[config.mk]
export PLATFORM = sky130hd
export DESIGN_NAME = addr_map_decoder
export DESIGN_NICKNAME = d
export VERILOG_FILES = /design/src/include/addr_map_pkg.sv /design/src/rtl/addr_map_decoder.sv
export SDC_FILE = /design/constraint.sdc
export NUM_CORES = 1
export LEC_CHECK = 0
export BUFFER_PORTS_ARGS = -buffer_cell sky130_fd_sc_hd__buf_4
export CORE_AREA = 2 2 120 122
export CTS_CLUSTER_SIZE = 10
export DETAILED_ROUTE_END_ITERATION = 7
export DIE_AREA = 0 0 122 124
export PLACE_DENSITY = 0.83
export SLEW_MARGIN = 20
export SYNTH_ARGS = -nofsm -noshare
export SYNTH_HDL_FRONTEND = slang
export SYNTH_SLANG_ARGS = --single-unit
export TNS_END_PERCENT = 20
[constraint.sdc]
create_clock -name CLOCK -period 7.85 [get_ports CLOCK]
set_clock_uncertainty 0.15 [all_clocks]
set_input_delay 1.57 -clock CLOCK [delete_from_list [all_inputs] [get_ports CLOCK]]
set_output_delay 1.57 -clock CLOCK [all_outputs]
set_load 0.1 [all_outputs]
[src/include/addr_map_pkg.sv]
/*
 * Constants for the mode and address map decoder: region bounds, memory
 * size choices, mode codes and target codes.
 * Assumes a single 40 MHz system clock and a synchronous active-low reset.
 */
// Operation
// - Mode pin 0 low at release: normal mode
// - Pin 0 high, pin 1 low: flash programming
// - Program counter upper six bits always zero
// - Branch carry out of bit 25 dropped
// - Never fetch from peripheral register region
// - Data bits 31..26 ignored for physical space
// - Operand address sum keeps 32 bits only
// - Low 1 MB: fetch/read ROM, write external
// - ROM size variants; above fitted size prohibited
// - RAM size variants; below fitted start prohibited
// - Word peripheral access: two halfwords, low first
// - Byte register halfword access: low 8 bits
// - 00100000H..00FFFFFFH goes to external memory
// - Fetches accepted from internal RAM range
// - No prefetch crosses into peripheral region
// - Data address bit 25 sign-extended to 32
// - Zero register base reaches plus/minus 32 KB
package addr_map_pkg;
    localparam logic [25:0] ROM_BASE = 26'h0000000;
    localparam logic [25:0] ROM_LIMIT = 26'h00fffff;
    localparam logic [25:0] EXT_BASE = 26'h0100000;
    localparam logic [25:0] EXT_LIMIT = 26'h0ffffff;
    localparam logic [25:0] RAM_AREA_BASE = 26'h3ff0000;
    localparam logic [25:0] RAM_LIMIT = 26'h3ffefff;
    localparam logic [25:0] PERI_BASE = 26'h3fff000;
    localparam logic [25:0] ROM_END_384 = 26'h005ffff;
    localparam logic [25:0] ROM_END_512 = 26'h007ffff;
    localparam logic [25:0] ROM_END_768 = 26'h00bffff;
    localparam logic [25:0] ROM_END_1024 = 26'h00fffff;
    localparam logic [25:0] RAM_START_32 = 26'h3ff7000;
    localparam logic [25:0] RAM_START_40 = 26'h3ff5000;
    localparam logic [25:0] RAM_START_60 = 26'h3ff0000;
    localparam logic [25:0] FETCH_STEP = 26'h0000004;
    localparam int PC_BITS = 26;
    localparam logic [1:0] ROM_SIZE_DEFAULT = 2'h3;
    localparam logic [1:0] RAM_SIZE_DEFAULT = 2'h2;
    typedef enum logic [1:0] {MODE_NONE, MODE_NORMAL, MODE_FLASH, MODE_BAD} mode_t;
    typedef enum logic [2:0] {TGT_NONE, TGT_ROM, TGT_RAM, TGT_EXT, TGT_PERI} target_t;
endpackage : addr_map_pkg

[src/rtl/addr_map_decoder.sv]
/*
 * Operating-mode capture and address decoder between the CPU core's fetch
 * and data ports and the memory targets.
 * Assumes inputs synchronous to CLOCK and one request per port per cycle.
 */
`timescale 1ns/1ps
module addr_map_decoder
(
    // Clock, reset, enable.
    input wire logic CLOCK,
    input wire logic RST_N,
    input wire logic CLK_EN,
    // Mode pins and memory size straps.
    input wire logic MODE_SELECT_PIN_0,
    input wire logic MODE_SELECT_PIN_1,
    input wire logic [1:0] ROM_SIZE_SEL,
    input wire logic [1:0] RAM_SIZE_SEL,
    // Fetch port.
    input wire logic FETCH_REQ,
    input wire logic [31:0] FETCH_ADDR,
    input wire logic FETCH_LAST_IN_LINE,
    output logic FETCH_GRANT,
    output addr_map_pkg::target_t FETCH_TARGET,
    output logic [25:0] FETCH_PHYS,
    // Branch target calculation.
    input wire logic [31:0] BRANCH_BASE,
    input wire logic [31:0] BRANCH_OFFSET,
    output logic [31:0] BRANCH_TARGET,
    // Data port.
    input wire logic DATA_REQ,
    input wire logic DATA_WRITE,
    input wire logic [1:0] DATA_SIZE,
    input wire logic DATA_PERI_BYTE_REG,
    input wire logic DATA_ZERO_BASE,
    input wire logic [31:0] DATA_BASE,
    input wire logic [15:0] SIXTEEN_BIT_DISPLACEMENT,
    input wire logic [31:0] DATA_WDATA,
    output logic DATA_READY,
    output addr_map_pkg::target_t DATA_TARGET,
    output logic [31:0] DATA_ADDR,
    output logic DATA_HALF_STROBE,
    output logic [15:0] DATA_HALF_WDATA,
    output logic [1:0] DATA_HALF_BE,
    // Mode outputs.
    output addr_map_pkg::mode_t OP_MODE,
    output logic MODE_VALID
);
    import addr_map_pkg::*;

    // ------------------------------------------------------------
    // Mode capture at reset release
    // ------------------------------------------------------------
    mode_t mode;
    logic [1:0] rom_size;
    logic [1:0] ram_size;
    mode_t next_mode;

    assign next_mode = !MODE_SELECT_PIN_0 ? MODE_NORMAL :
                       !MODE_SELECT_PIN_1 ? MODE_FLASH : MODE_BAD;

    always_ff @(posedge CLOCK)
    begin
        if (!RST_N)
        begin
            mode <= MODE_NONE;
            rom_size <= ROM_SIZE_DEFAULT;
            ram_size <= RAM_SIZE_DEFAULT;
        end
        else if (CLK_EN && mode == MODE_NONE)
        begin
            mode <= next_mode;
            rom_size <= ROM_SIZE_SEL;
            ram_size <= RAM_SIZE_SEL;
        end
    end

    assign OP_MODE = mode;
    assign MODE_VALID = (mode == MODE_NORMAL) || (mode == MODE_FLASH);

    // ------------------------------------------------------------
    // Fitted memory bounds
    // ------------------------------------------------------------
    logic [25:0] rom_end;
    logic [25:0] ram_start;

    assign rom_end = (rom_size == 2'h0) ? ROM_END_384 :
                     (rom_size == 2'h1) ? ROM_END_512 :
                     (rom_size == 2'h2) ? ROM_END_768 : ROM_END_1024;
    assign ram_start = (ram_size == 2'h0) ? RAM_START_32 :
                       (ram_size == 2'h1) ? RAM_START_40 : RAM_START_60;

    // ------------------------------------------------------------
    // Branch target and fetch decode
    // ------------------------------------------------------------
    logic [25:0] branch_sum;
    logic [25:0] pc;
    logic pc_rom;
    logic pc_ram;
    logic pc_ext;
    logic pc_peri;
    logic prefetch_cross;
    logic [25:0] next_line;

    assign branch_sum = BRANCH_BASE[25:0] + BRANCH_OFFSET[25:0];
    assign BRANCH_TARGET = {6'h00, branch_sum};

    assign pc = FETCH_ADDR[PC_BITS-1:0];
    assign pc_rom = pc <= rom_end;
    assign pc_ext = (pc >= EXT_BASE) && (pc <= EXT_LIMIT);
    assign pc_ram = (pc >= ram_start) && (pc <= RAM_LIMIT);
    assign pc_peri = pc >= PERI_BASE;
    assign next_line = pc + FETCH_STEP;
    assign prefetch_cross = FETCH_LAST_IN_LINE && pc_ram && (next_line >= PERI_BASE);

    // Fetch target and physical address are registered one cycle after the grant.
    logic fetch_ok;
    target_t fetch_tgt;

    assign fetch_ok = FETCH_REQ && MODE_VALID && !pc_peri && !prefetch_cross;
    assign fetch_tgt = pc_rom ? TGT_ROM : pc_ext ? TGT_EXT : pc_ram ? TGT_RAM : TGT_NONE;
    assign FETCH_GRANT = fetch_ok;

    always_ff @(posedge CLOCK)
    begin
        if (!RST_N)
        begin
            FETCH_TARGET <= TGT_NONE;
            FETCH_PHYS <= 26'h0000000;
        end
        else if (CLK_EN)
        begin
            FETCH_TARGET <= fetch_ok ? fetch_tgt : TGT_NONE;
            FETCH_PHYS <= pc;
        end
    end

    // ------------------------------------------------------------
    // Data address and decode
    // ------------------------------------------------------------
    logic [31:0] disp_ext;
    logic [31:0] base_val;
    logic [31:0] op_sum;
    logic [25:0] phys;
    logic [31:0] ext_addr;
    logic d_rom;
    logic d_ram;
    logic d_ext;
    logic d_peri;
    target_t data_tgt;

    assign disp_ext = {{16{SIXTEEN_BIT_DISPLACEMENT[15]}}, SIXTEEN_BIT_DISPLACEMENT};
    assign base_val = DATA_ZERO_BASE ? 32'h00000000 : DATA_BASE;
    assign op_sum = base_val + disp_ext;
    assign phys = op_sum[25:0];
    assign ext_addr = {{6{phys[25]}}, phys};
    assign d_rom = (phys <= ROM_LIMIT) && !DATA_WRITE && (phys <= rom_end);
    assign d_ext = ((phys <= ROM_LIMIT) && DATA_WRITE) ||
                   ((phys >= EXT_BASE) && (phys <= EXT_LIMIT));
    assign d_ram = (phys >= ram_start) && (phys <= RAM_LIMIT);
    assign d_peri = phys >= PERI_BASE;
    assign data_tgt = d_ext ? TGT_EXT : d_rom ? TGT_ROM : d_ram ? TGT_RAM :
                      d_peri ? TGT_PERI : TGT_NONE;

    // ------------------------------------------------------------
    // Peripheral halfword sequencing
    // ------------------------------------------------------------
    logic upper_pending;
    logic is_word_peri;
    logic issue;
    logic [15:0] next_hw;
    logic [31:0] word_addr;

    assign is_word_peri = DATA_REQ && MODE_VALID && (data_tgt == TGT_PERI) && (DATA_SIZE == 2'h2);
    assign issue = DATA_REQ && MODE_VALID;
    assign DATA_READY = issue && (!is_word_peri || upper_pending);
    assign word_addr = {ext_addr[31:2], 2'h0};
    assign next_hw = upper_pending ? DATA_WDATA[31:16] : DATA_WDATA[15:0];

    always_ff @(posedge CLOCK)
    begin
        if (!RST_N)
        begin
            upper_pending <= 1'b0;
            DATA_TARGET <= TGT_NONE;
            DATA_ADDR <= 32'h00000000;
            DATA_HALF_STROBE <= 1'b0;
            DATA_HALF_WDATA <= 16'h0000;
            DATA_HALF_BE <= 2'h0;
        end
        else if (CLK_EN)
        begin
            upper_pending <= is_word_peri && !upper_pending;
            DATA_TARGET <= issue ? data_tgt : TGT_NONE;
            DATA_ADDR <= (data_tgt == TGT_PERI && DATA_SIZE == 2'h2) ?
                         (upper_pending ? word_addr + 32'h00000002 : word_addr) : ext_addr;
            DATA_HALF_STROBE <= issue && (data_tgt == TGT_PERI);
            DATA_HALF_WDATA <= next_hw;
            DATA_HALF_BE <= DATA_PERI_BYTE_REG ? 2'h1 : 2'h3;
        end
    end

    // ------------------------------------------------------------
    // Checks
    // ------------------------------------------------------------
    a_fetch_no_peri: assert property (@(posedge CLOCK) disable iff (!RST_N)
        FETCH_GRANT |-> FETCH_ADDR[25:0] < PERI_BASE) else $error("fetch granted in peripheral area");
    a_branch_wrap: assert property (@(posedge CLOCK) disable iff (!RST_N)
        BRANCH_TARGET[31:26] == 6'h00) else $error("branch target high bits set");
    a_ram_fetch_ok: assert property (@(posedge CLOCK) disable iff (!RST_N)
        CLK_EN && FETCH_GRANT && FETCH_ADDR[25:0] >= RAM_START_32 && FETCH_ADDR[25:0] <= RAM_LIMIT
        |=> FETCH_TARGET == TGT_RAM) else $error("ram fetch not routed to ram");
    a_write_low_ext: assert property (@(posedge CLOCK) disable iff (!RST_N)
        CLK_EN && issue && DATA_WRITE && phys <= ROM_LIMIT |=> DATA_TARGET == TGT_EXT)
        else $error("low write not external");
    a_sign_extend: assert property (@(posedge CLOCK) disable iff (!RST_N)
        CLK_EN && issue && data_tgt != TGT_PERI |=> DATA_ADDR[31:26] == {6{DATA_ADDR[25]}})
        else $error("data address not sign extended");
    a_word_split: assert property (@(posedge CLOCK) disable iff (!RST_N)
        CLK_EN && is_word_peri && !upper_pending ##1 CLK_EN
        |-> upper_pending && DATA_ADDR[1:0] == 2'h0 ##1 DATA_ADDR[1:0] == 2'h2)
        else $error("word peripheral access not split");
    a_byte_lanes: assert property (@(posedge CLOCK) disable iff (!RST_N)
        CLK_EN && DATA_PERI_BYTE_REG |=> DATA_HALF_BE == 2'h1) else $error("byte register lanes wrong");
    a_mode_flash: assert property (@(posedge CLOCK) disable iff (!RST_N)
        CLK_EN && mode == MODE_NONE && MODE_SELECT_PIN_0 && !MODE_SELECT_PIN_1 |=> OP_MODE == MODE_FLASH)
        else $error("flash mode not taken");
    a_mode_normal: assert property (@(posedge CLOCK) disable iff (!RST_N)
        CLK_EN && mode == MODE_NONE && !MODE_SELECT_PIN_0 |=> OP_MODE == MODE_NORMAL)
        else $error("normal mode not taken");
    a_prohibited_none: assert property (@(posedge CLOCK) disable iff (!RST_N)
        CLK_EN && issue && !DATA_WRITE && phys > rom_end && phys <= ROM_LIMIT |=> DATA_TARGET == TGT_NONE)
        else $error("prohibited rom read decoded");

    // ------------------------------------------------------------
    // Further decode and sequencing checks
    // ------------------------------------------------------------
    a_mode_bad_held: assert property (@(posedge CLOCK) disable iff (!RST_N)
        CLK_EN && mode == MODE_NONE && MODE_SELECT_PIN_0 && MODE_SELECT_PIN_1 |=> OP_MODE == MODE_BAD && !MODE_VALID)
        else $error("prohibited pin setting not held off");

    a_mode_kept: assert property (@(posedge CLOCK) disable iff (!RST_N)
        CLK_EN && mode != MODE_NONE |=> $stable(OP_MODE))
        else $error("mode changed after capture");

    a_fetch_needs_mode: assert property (@(posedge CLOCK) disable iff (!RST_N)
        FETCH_GRANT |-> MODE_VALID)
        else $error("fetch granted without valid mode");

    a_fetch_rom: assert property (@(posedge CLOCK) disable iff (!RST_N)
        CLK_EN && FETCH_GRANT && pc <= rom_end |=> FETCH_TARGET == TGT_ROM)
        else $error("rom fetch not routed to rom");

    a_fetch_ext: assert property (@(posedge CLOCK) disable iff (!RST_N)
        CLK_EN && FETCH_GRANT && pc >= EXT_BASE && pc <= EXT_LIMIT |=> FETCH_TARGET == TGT_EXT)
        else $error("external fetch not routed outside");

    a_fetch_rom_gap: assert property (@(posedge CLOCK) disable iff (!RST_N)
        CLK_EN && FETCH_GRANT && pc > rom_end && pc < EXT_BASE |=> FETCH_TARGET == TGT_NONE)
        else $error("prohibited rom fetch decoded");

    a_fetch_ram_gap: assert property (@(posedge CLOCK) disable iff (!RST_N)
        CLK_EN && FETCH_GRANT && pc >= RAM_AREA_BASE && pc < ram_start |=> FETCH_TARGET == TGT_NONE)
        else $error("prohibited ram fetch decoded");

    a_prefetch_stop: assert property (@(posedge CLOCK) disable iff (!RST_N)
        FETCH_REQ && FETCH_LAST_IN_LINE && pc_ram && next_line >= PERI_BASE |-> !FETCH_GRANT)
        else $error("prefetch into peripheral area granted");

    a_fetch_phys: assert property (@(posedge CLOCK) disable iff (!RST_N)
        CLK_EN && FETCH_REQ |=> FETCH_PHYS == $past(pc))
        else $error("fetch physical address wrong");

    a_data_rom_read: assert property (@(posedge CLOCK) disable iff (!RST_N)
        CLK_EN && issue && !DATA_WRITE && phys <= rom_end |=> DATA_TARGET == TGT_ROM)
        else $error("rom read not routed to rom");

    a_data_ram: assert property (@(posedge CLOCK) disable iff (!RST_N)
        CLK_EN && issue && phys >= ram_start && phys <= RAM_LIMIT |=> DATA_TARGET == TGT_RAM)
        else $error("ram access not routed to ram");

    a_data_ram_gap: assert property (@(posedge CLOCK) disable iff (!RST_N)
        CLK_EN && issue && phys >= RAM_AREA_BASE && phys < ram_start |=> DATA_TARGET == TGT_NONE)
        else $error("prohibited ram access decoded");

    a_data_ext: assert property (@(posedge CLOCK) disable iff (!RST_N)
        CLK_EN && issue && phys >= EXT_BASE && phys <= EXT_LIMIT |=> DATA_TARGET == TGT_EXT)
        else $error("external access not routed outside");

    a_zero_base: assert property (@(posedge CLOCK) disable iff (!RST_N)
        CLK_EN && issue && DATA_ZERO_BASE && data_tgt != TGT_PERI |=> DATA_ADDR == $past(disp_ext))
        else $error("zero base address wrong");

    a_ready_mode: assert property (@(posedge CLOCK) disable iff (!RST_N)
        DATA_READY |-> MODE_VALID)
        else $error("data taken without valid mode");

    a_word_ready_late: assert property (@(posedge CLOCK) disable iff (!RST_N)
        is_word_peri && !upper_pending |-> !DATA_READY)
        else $error("word peripheral access taken in one step");

    a_half_strobes: assert property (@(posedge CLOCK) disable iff (!RST_N)
        CLK_EN && is_word_peri && !upper_pending |=> DATA_HALF_STROBE ##1 DATA_HALF_STROBE)
        else $error("word peripheral access missing a half");

    a_full_lanes: assert property (@(posedge CLOCK) disable iff (!RST_N)
        CLK_EN && !DATA_PERI_BYTE_REG |=> DATA_HALF_BE == 2'h3)
        else $error("halfword register lanes wrong");
    c_word_peri: cover property (@(posedge CLOCK) is_word_peri ##1 upper_pending);
    c_ram_fetch: cover property (@(posedge CLOCK) FETCH_GRANT && pc_ram);
    c_prefetch_block: cover property (@(posedge CLOCK) FETCH_REQ && prefetch_cross);
    c_zero_base: cover property (@(posedge CLOCK) issue && DATA_ZERO_BASE && d_peri);
endmodule : addr_map_decoder
# Word level (Yosys, flattened, before mapping)
# Cells that the tools add are included.
# totals
reg_bits	90
inputBits	193
output_inout_bits	120
elab_cells	87
# classes
n_addsub	4
n_lt_le_gt_ge	14
eq_ne	7
muxes	21
n_reduce_logical	30
# ops
cell	count
greater-or-equal comparator 26 bit (second input constant)	3
two-way mux 32 bit	2
adder 26 bit	2
greater-or-equal comparator 26 x 21 -> 1 bit (second input constant)	2
greater-or-equal comparator 26 bit	2
less-or-equal comparator 26 x 20 -> 1 bit	2
less-or-equal comparator 26 x 24 -> 1 bit (second input constant)	2
less-or-equal comparator 26 bit (second input constant)	2
two-way mux 20 bit	2
two-way mux 15 bit	2
adder 26 x 3 -> 27 bit (second input constant)	1
adder 26 x 3 -> 26 bit (second input constant)	1
less-or-equal comparator 26 x 20 -> 1 bit (second input constant)	1
two-way mux 26 bit	1
logical AND 1 bit	19
two-way mux 19 bit	1
two-way mux 16 bit	1
two-way mux 3 bit	5
two-way mux 2 bit	6
equality test 2 x 1 -> 1 bit (second input constant)	3
equality test 2 bit (second input constant)	3
zero test 2 bit	3
zero test 1 bit	5
equality test 3 bit (second input constant)	1
2 further kinds	4

# Longest topological paths before layout
# depth
word_depth	14
depth_mapped	19
depth_no_buf	18

# Worst setup path before layout
# OpenSTA, ideal clock, no wires.
# synth_timing
path_kind	input port to output port
startpoint	input port BRANCH_BASE[0]
endpoint	output port BRANCH_TARGET[20]
arrival_time_ps	5697
required_time_ps	6130
path_slack_ps	433
stages	13
n_path_buf	0
path_cell_list	ha_1 > inv_1 > fa_1 > nor2b_1 > o21ai_0 > a21boi_0 > o21ai_0 > a2111oi_0 > nor3_1 > nor3_1 > a21o_1 > a211oi_1 > nor3_1
# synth_via
elab_chain_len	1
# synth_lines
item	line_no	source
start: declaration	addr_map_decoder.sv:26	input wire logic [31:0] BRANCH_BASE,
adder 26 bit	addr_map_decoder.sv:104	assign branch_sum = BRANCH_BASE[25:0] + BRANCH_OFFSET[25:0];
end: declaration	addr_map_decoder.sv:28	output logic [31:0] BRANCH_TARGET,
# No other way between the ends.

# Worst setup path in the final report
# layout_timing
startpoint	input port DATA_ZERO_BASE
endpoint	output port DATA_READY
# layout_via
elab_chain_len	13
elab_cells_between_ends	25
classes_between	1 x add/sub; 7 x order compare; 1 x eq/ne; 5 x mux; 11 x reduce/logical
# layout_lines
item	line_no	source
start: declaration	addr_map_decoder.sv:34	input wire logic DATA_ZERO_BASE,
two-way mux 26 bit *	addr_map_decoder.sv:152	assign base_val = DATA_ZERO_BASE ? 32'h00000000 : DATA_BASE;
adder 26 bit *	addr_map_decoder.sv:153	assign op_sum = base_val + disp_ext;
greater-or-equal comparator 26 bit, or another cell as far along	addr_map_decoder.sv:160	assign d_peri = phys >= PERI_BASE;
two-way mux 3 bit, or another cell as far along	addr_map_decoder.sv:162	d_peri ? TGT_PERI : TGT_NONE;
two-way mux 3 bit / logical AND 1 bit (equally long branches)	addr_map_decoder.sv:161, addr_map_decoder.sv:156	
two-way mux 3 bit	addr_map_decoder.sv:161	assign data_tgt = d_ext ? TGT_EXT : d_rom ? TGT_ROM : d_ram ? TGT_RAM :
two-way mux 3 bit *	addr_map_decoder.sv:161	
equality test 3 bit *	addr_map_decoder.sv:173	assign is_word_peri = DATA_REQ && MODE_VALID && (data_tgt == TGT_PERI) && (DATA_SIZE == 2'h2);
logical AND 1 bit * (2 in series)	addr_map_decoder.sv:173	
zero test 1 bit *	addr_map_decoder.sv:175	assign DATA_READY = issue && (!is_word_peri || upper_pending);
logical OR 1 bit *	addr_map_decoder.sv:175	
logical AND 1 bit *	addr_map_decoder.sv:175	
end: declaration	addr_map_decoder.sv:38	output logic DATA_READY,
# Mark *: on every way between the ends. The rest lies on a longest branch, timed or not.

==> reports/results.tsv <==
stage	metric	value	unit
floorplanning	core_area	0.0137	mm^2
clocking	cts_tree	built	
setup_path	required	6.13	ns
synthesis	synth_top_area_share	0.248	
setup_path	cp.depth	16	
synthesis	synth_seq_cells	83	
synthesis	post_synth.cell_area_avg	8.28	um^2
setup_path	path_class	in2out	
timing	setup_viol	0	
setup_path	max_stage_delay	0.44	ns
route	via_per_inst	5.42	
grt	grt_pass1_wl	30600	um
clocking	cts_hold_buf	0	
setup_path	r2r-start	ram_size[1]	
setup_path	crit_path_start	DATA_ZERO_BASE	
setup_path	cp-start-kind	input pin	
timing	max_slew_margin	0.291	
clocking	cts-root-buf	clkbuf_16	
min_path	hold_class	reg2reg	
setup_path	crit_end	DATA_READY	
synthesis	ys_seq_area_frac	0.248	
grt	antenna_found_initial	0	
route	drtIter0Drc	305	
clocking	cts.htree.levels	3	
clocking	cts_setup_buffers	0	
route	dr_total_vias	6743	
route	remaining_drc_errors	0	
place	hpwl	15800	um
setup_path	path_cells	buf_4, nor2b_1, ha_1, inv_1, fa_1, nor2b_1, o31a_1, o31a_1, o21ai_2, o21bai_1, xnor2_1, nor4bb_1, nand2_1, or3_4, o211a_1, buf_4	
setup_path	crit_buf_inv	3	
synthesis	synth_top_cells_by_area	dfxtp_1 25%, ha_1 12%, mux2i_1 9.4%	
timing	fin_ws	1.07	ns
synthesis	synthCells	808	
synthesis	ys_warn_count	0	
synthesis	synth_area	0.00669	mm^2
synthesis	synth_top_area_cell	dfxtp_1	
synthesis	synth-async-reset-ratio	0	
synthesis	synth.most_common_cell	dfxtp_1	
floorplanning	dieArea	0.0151	mm^2
timing	fin_setup_tns	0	ns
setup_path	end_kind	output pin	
synthesis	ys_top_cells_by_count	83 x dfxtp_1, 79 x nor2b_1, 75 x nand2_1	
grt	grt_pass1_vias	6449	
setup_path	r2r_end	FETCH_TARGET[1]	
route	final_antenna_net_count	0	
setup_path	path_max_fanout	26	
route	drt_pass1_iterations	5	
setup_path	reg2reg_depth	10	
timing	fmax	147	MHz
synthesis	synth_edf_count	0	
setup_path	crit_family	simple AND/OR/NAND/NOR gates	
place	place_congestion	0.945	
setup_path	slowest_stage	or3_4	
timing	rsz0062_at_grt	false	
run_status	outcome	finished clean	
power	p_leak	4.55	nW
setup_path	r2r_slack	4.95	ns
timing	hold_viol_final	0	
place	numPortBuffers	281	
floorplanning	die_w	122	um
finish	fin_nets	1318	
synthesis	synth_top_flop_cell	dfxtp_1	
synthesis	yosys.cell_types.count	63	
finish	antenna_cells	0	
place	dp_slack	1.11	ns
floorplanning	die_h	124	um
setup_path	worst_ep_arrival_time	5.06	ns
floorplanning	start_util	0.488	
finish	drive_above_1_share	0.288	
flow_run	drv_cap	0	
clocking	cts-resized-gates	0	
power	powerDensity	209	mW/mm^2
clocking	clkTransAtPathRegs	0.06	ns
clocking	clk_latency	0.33	ns
grt	gr-usage-all-layers	0.251	
power	ir_drop	167	uV
timing	finalCriticalPeriod	6.78	ns
floorplanning	io_pins	313	
grt	overflow	0	
clocking	cts_buffers	9	
route	wire_per_inst	15.7	um
timing	fin_crit_sh	0.864	
timing	worst_slew_pin_slew	1.06	ns
clocking	cts_max_path_buffers	2	
clocking	cts.sinks	83	
timing	slew_violations	0	
finish	synthToLayoutAreaGrowth	36.5	%
floorplanning	num_rows	43	
grt	grt_max_degree	87	
route	routed_wl	19500	um
## tightest hold or removal path, cell delays in order, from the launching register on
cell,delay [ns]
dfxtp_1,0.31
nand2_1,0.05
nand2_1,0.04
## cell usage in the layout, fill, tap and decap left out, types with 4 or more instances in the layout
master     count
xnor2_1       33
or3_1          5
a21boi_0      11
o31ai_1        5
inv_1         28
o211ai_1       4
xor2_1        13
nand4_1       14
clkbuf_16      9
nor2b_1       79
a21oi_1       43
o211a_1       23
nand2b_1      11
dfxtp_1       83
nor2_1        44
o21ai_0       28
a211oi_1       6
nand3_1       16
and4_1         4
nand2_1       75
buf_4        282
conb_1         7
or2_2          4
ha_1          63
o21bai_1       4
nor3_1        14
mux2i_1       63
o21a_1         6
nor4_1         8
a21o_1        16
a31oi_1        4
## cells by family after synthesis
group / Yosys count / synth area share
AOI/OAI and AO/OA: 177 / 0.185
adders and majority gates: 65 / 0.124
DFF: 83 / 0.248
muxes: 63 / 0.0943
other: 1 / 0.000561
xor gates and xnor gates: 46 / 0.0602
buffers and inverters: 75 / 0.0501
and+or+nand+nor: 298 / 0.238
## through the flow
step	area [um^2]	std cells	util	power, mW	hold slack (ns)
after floorplan	6710	814	-	1.24	0.288
after global placement	8820	1229	0.643	1.47	0.279
after detailed placement	8820	1229	0.643	1.48	0.282
after CTS	9130	1244	0.666	1.92	0.291
after global routing	9130	1244	0.666	2.00	0.310
final	9130	1244	0.666	1.91	0.295
## metal layers
| metal | global-route usage | up-vias | routed length [um] |
|---|---|---|---|
| met5 | 0 | - | 0 |
| met4 | 0.0797 | 0 | 400 |
| met3 | 0.0728 | 27 | 1840 |
| met2 | 0.456 | 270 | 9600 |
| met1 | 0.284 | 3075 | 7670 |
| li1 | - | 3371 | - |
## registers in the layout, summed over array words and instances, names as in the netlist
signal	cells
upper_pending	1
DATA_HALF_WDATA	16
DATA_ADDR	26
DATA_HALF_STROBE	1
FETCH_TARGET	2
DATA_TARGET	3
OP_MODE	2
DATA_HALF_BE	2
FETCH_PHYS	26
rom_size	2
ram_size	2
## layout make-up
cell class | count | area (um^2)
Clock buffer | 10 | 229
Tap cell | 180 | 225
Timing Repair Buffer | 282 | 2120
Sequential cell | 83 | 1660
Fill cell | 1171 | 4590
Inverter | 28 | 105
Multi-Input combinational cell | 656 | 4710
Clock inverter | 5 | 78.8
## how the worst min path moves through the flow
stage / startpoint / to / slack (ns) / cells after the start
6_report: DATA_TARGET[2] / DATA_TARGET[2] / 0.30 / 2
5_1_grt: DATA_HALF_STROBE / DATA_HALF_STROBE / 0.31 / 2
4_1_cts: DATA_TARGET[2] / DATA_TARGET[2] / 0.29 / 2
3_5_place_dp: DATA_TARGET[2] / DATA_TARGET[2] / 0.28 / 2
3_3_place_gp: DATA_TARGET[2] / DATA_TARGET[2] / 0.28 / 2
2_1_floorplan: ram_size[0] / ram_size[0] / 0.29 / 2
## report_power, final
group,internal (mW),total (mW),switching [mW]
Sequential,0.453,0.472,0.0186
Combinational,0.278,1.00,0.722
Clock,0.276,0.439,0.163
Power figures use the tool's default switching activity.
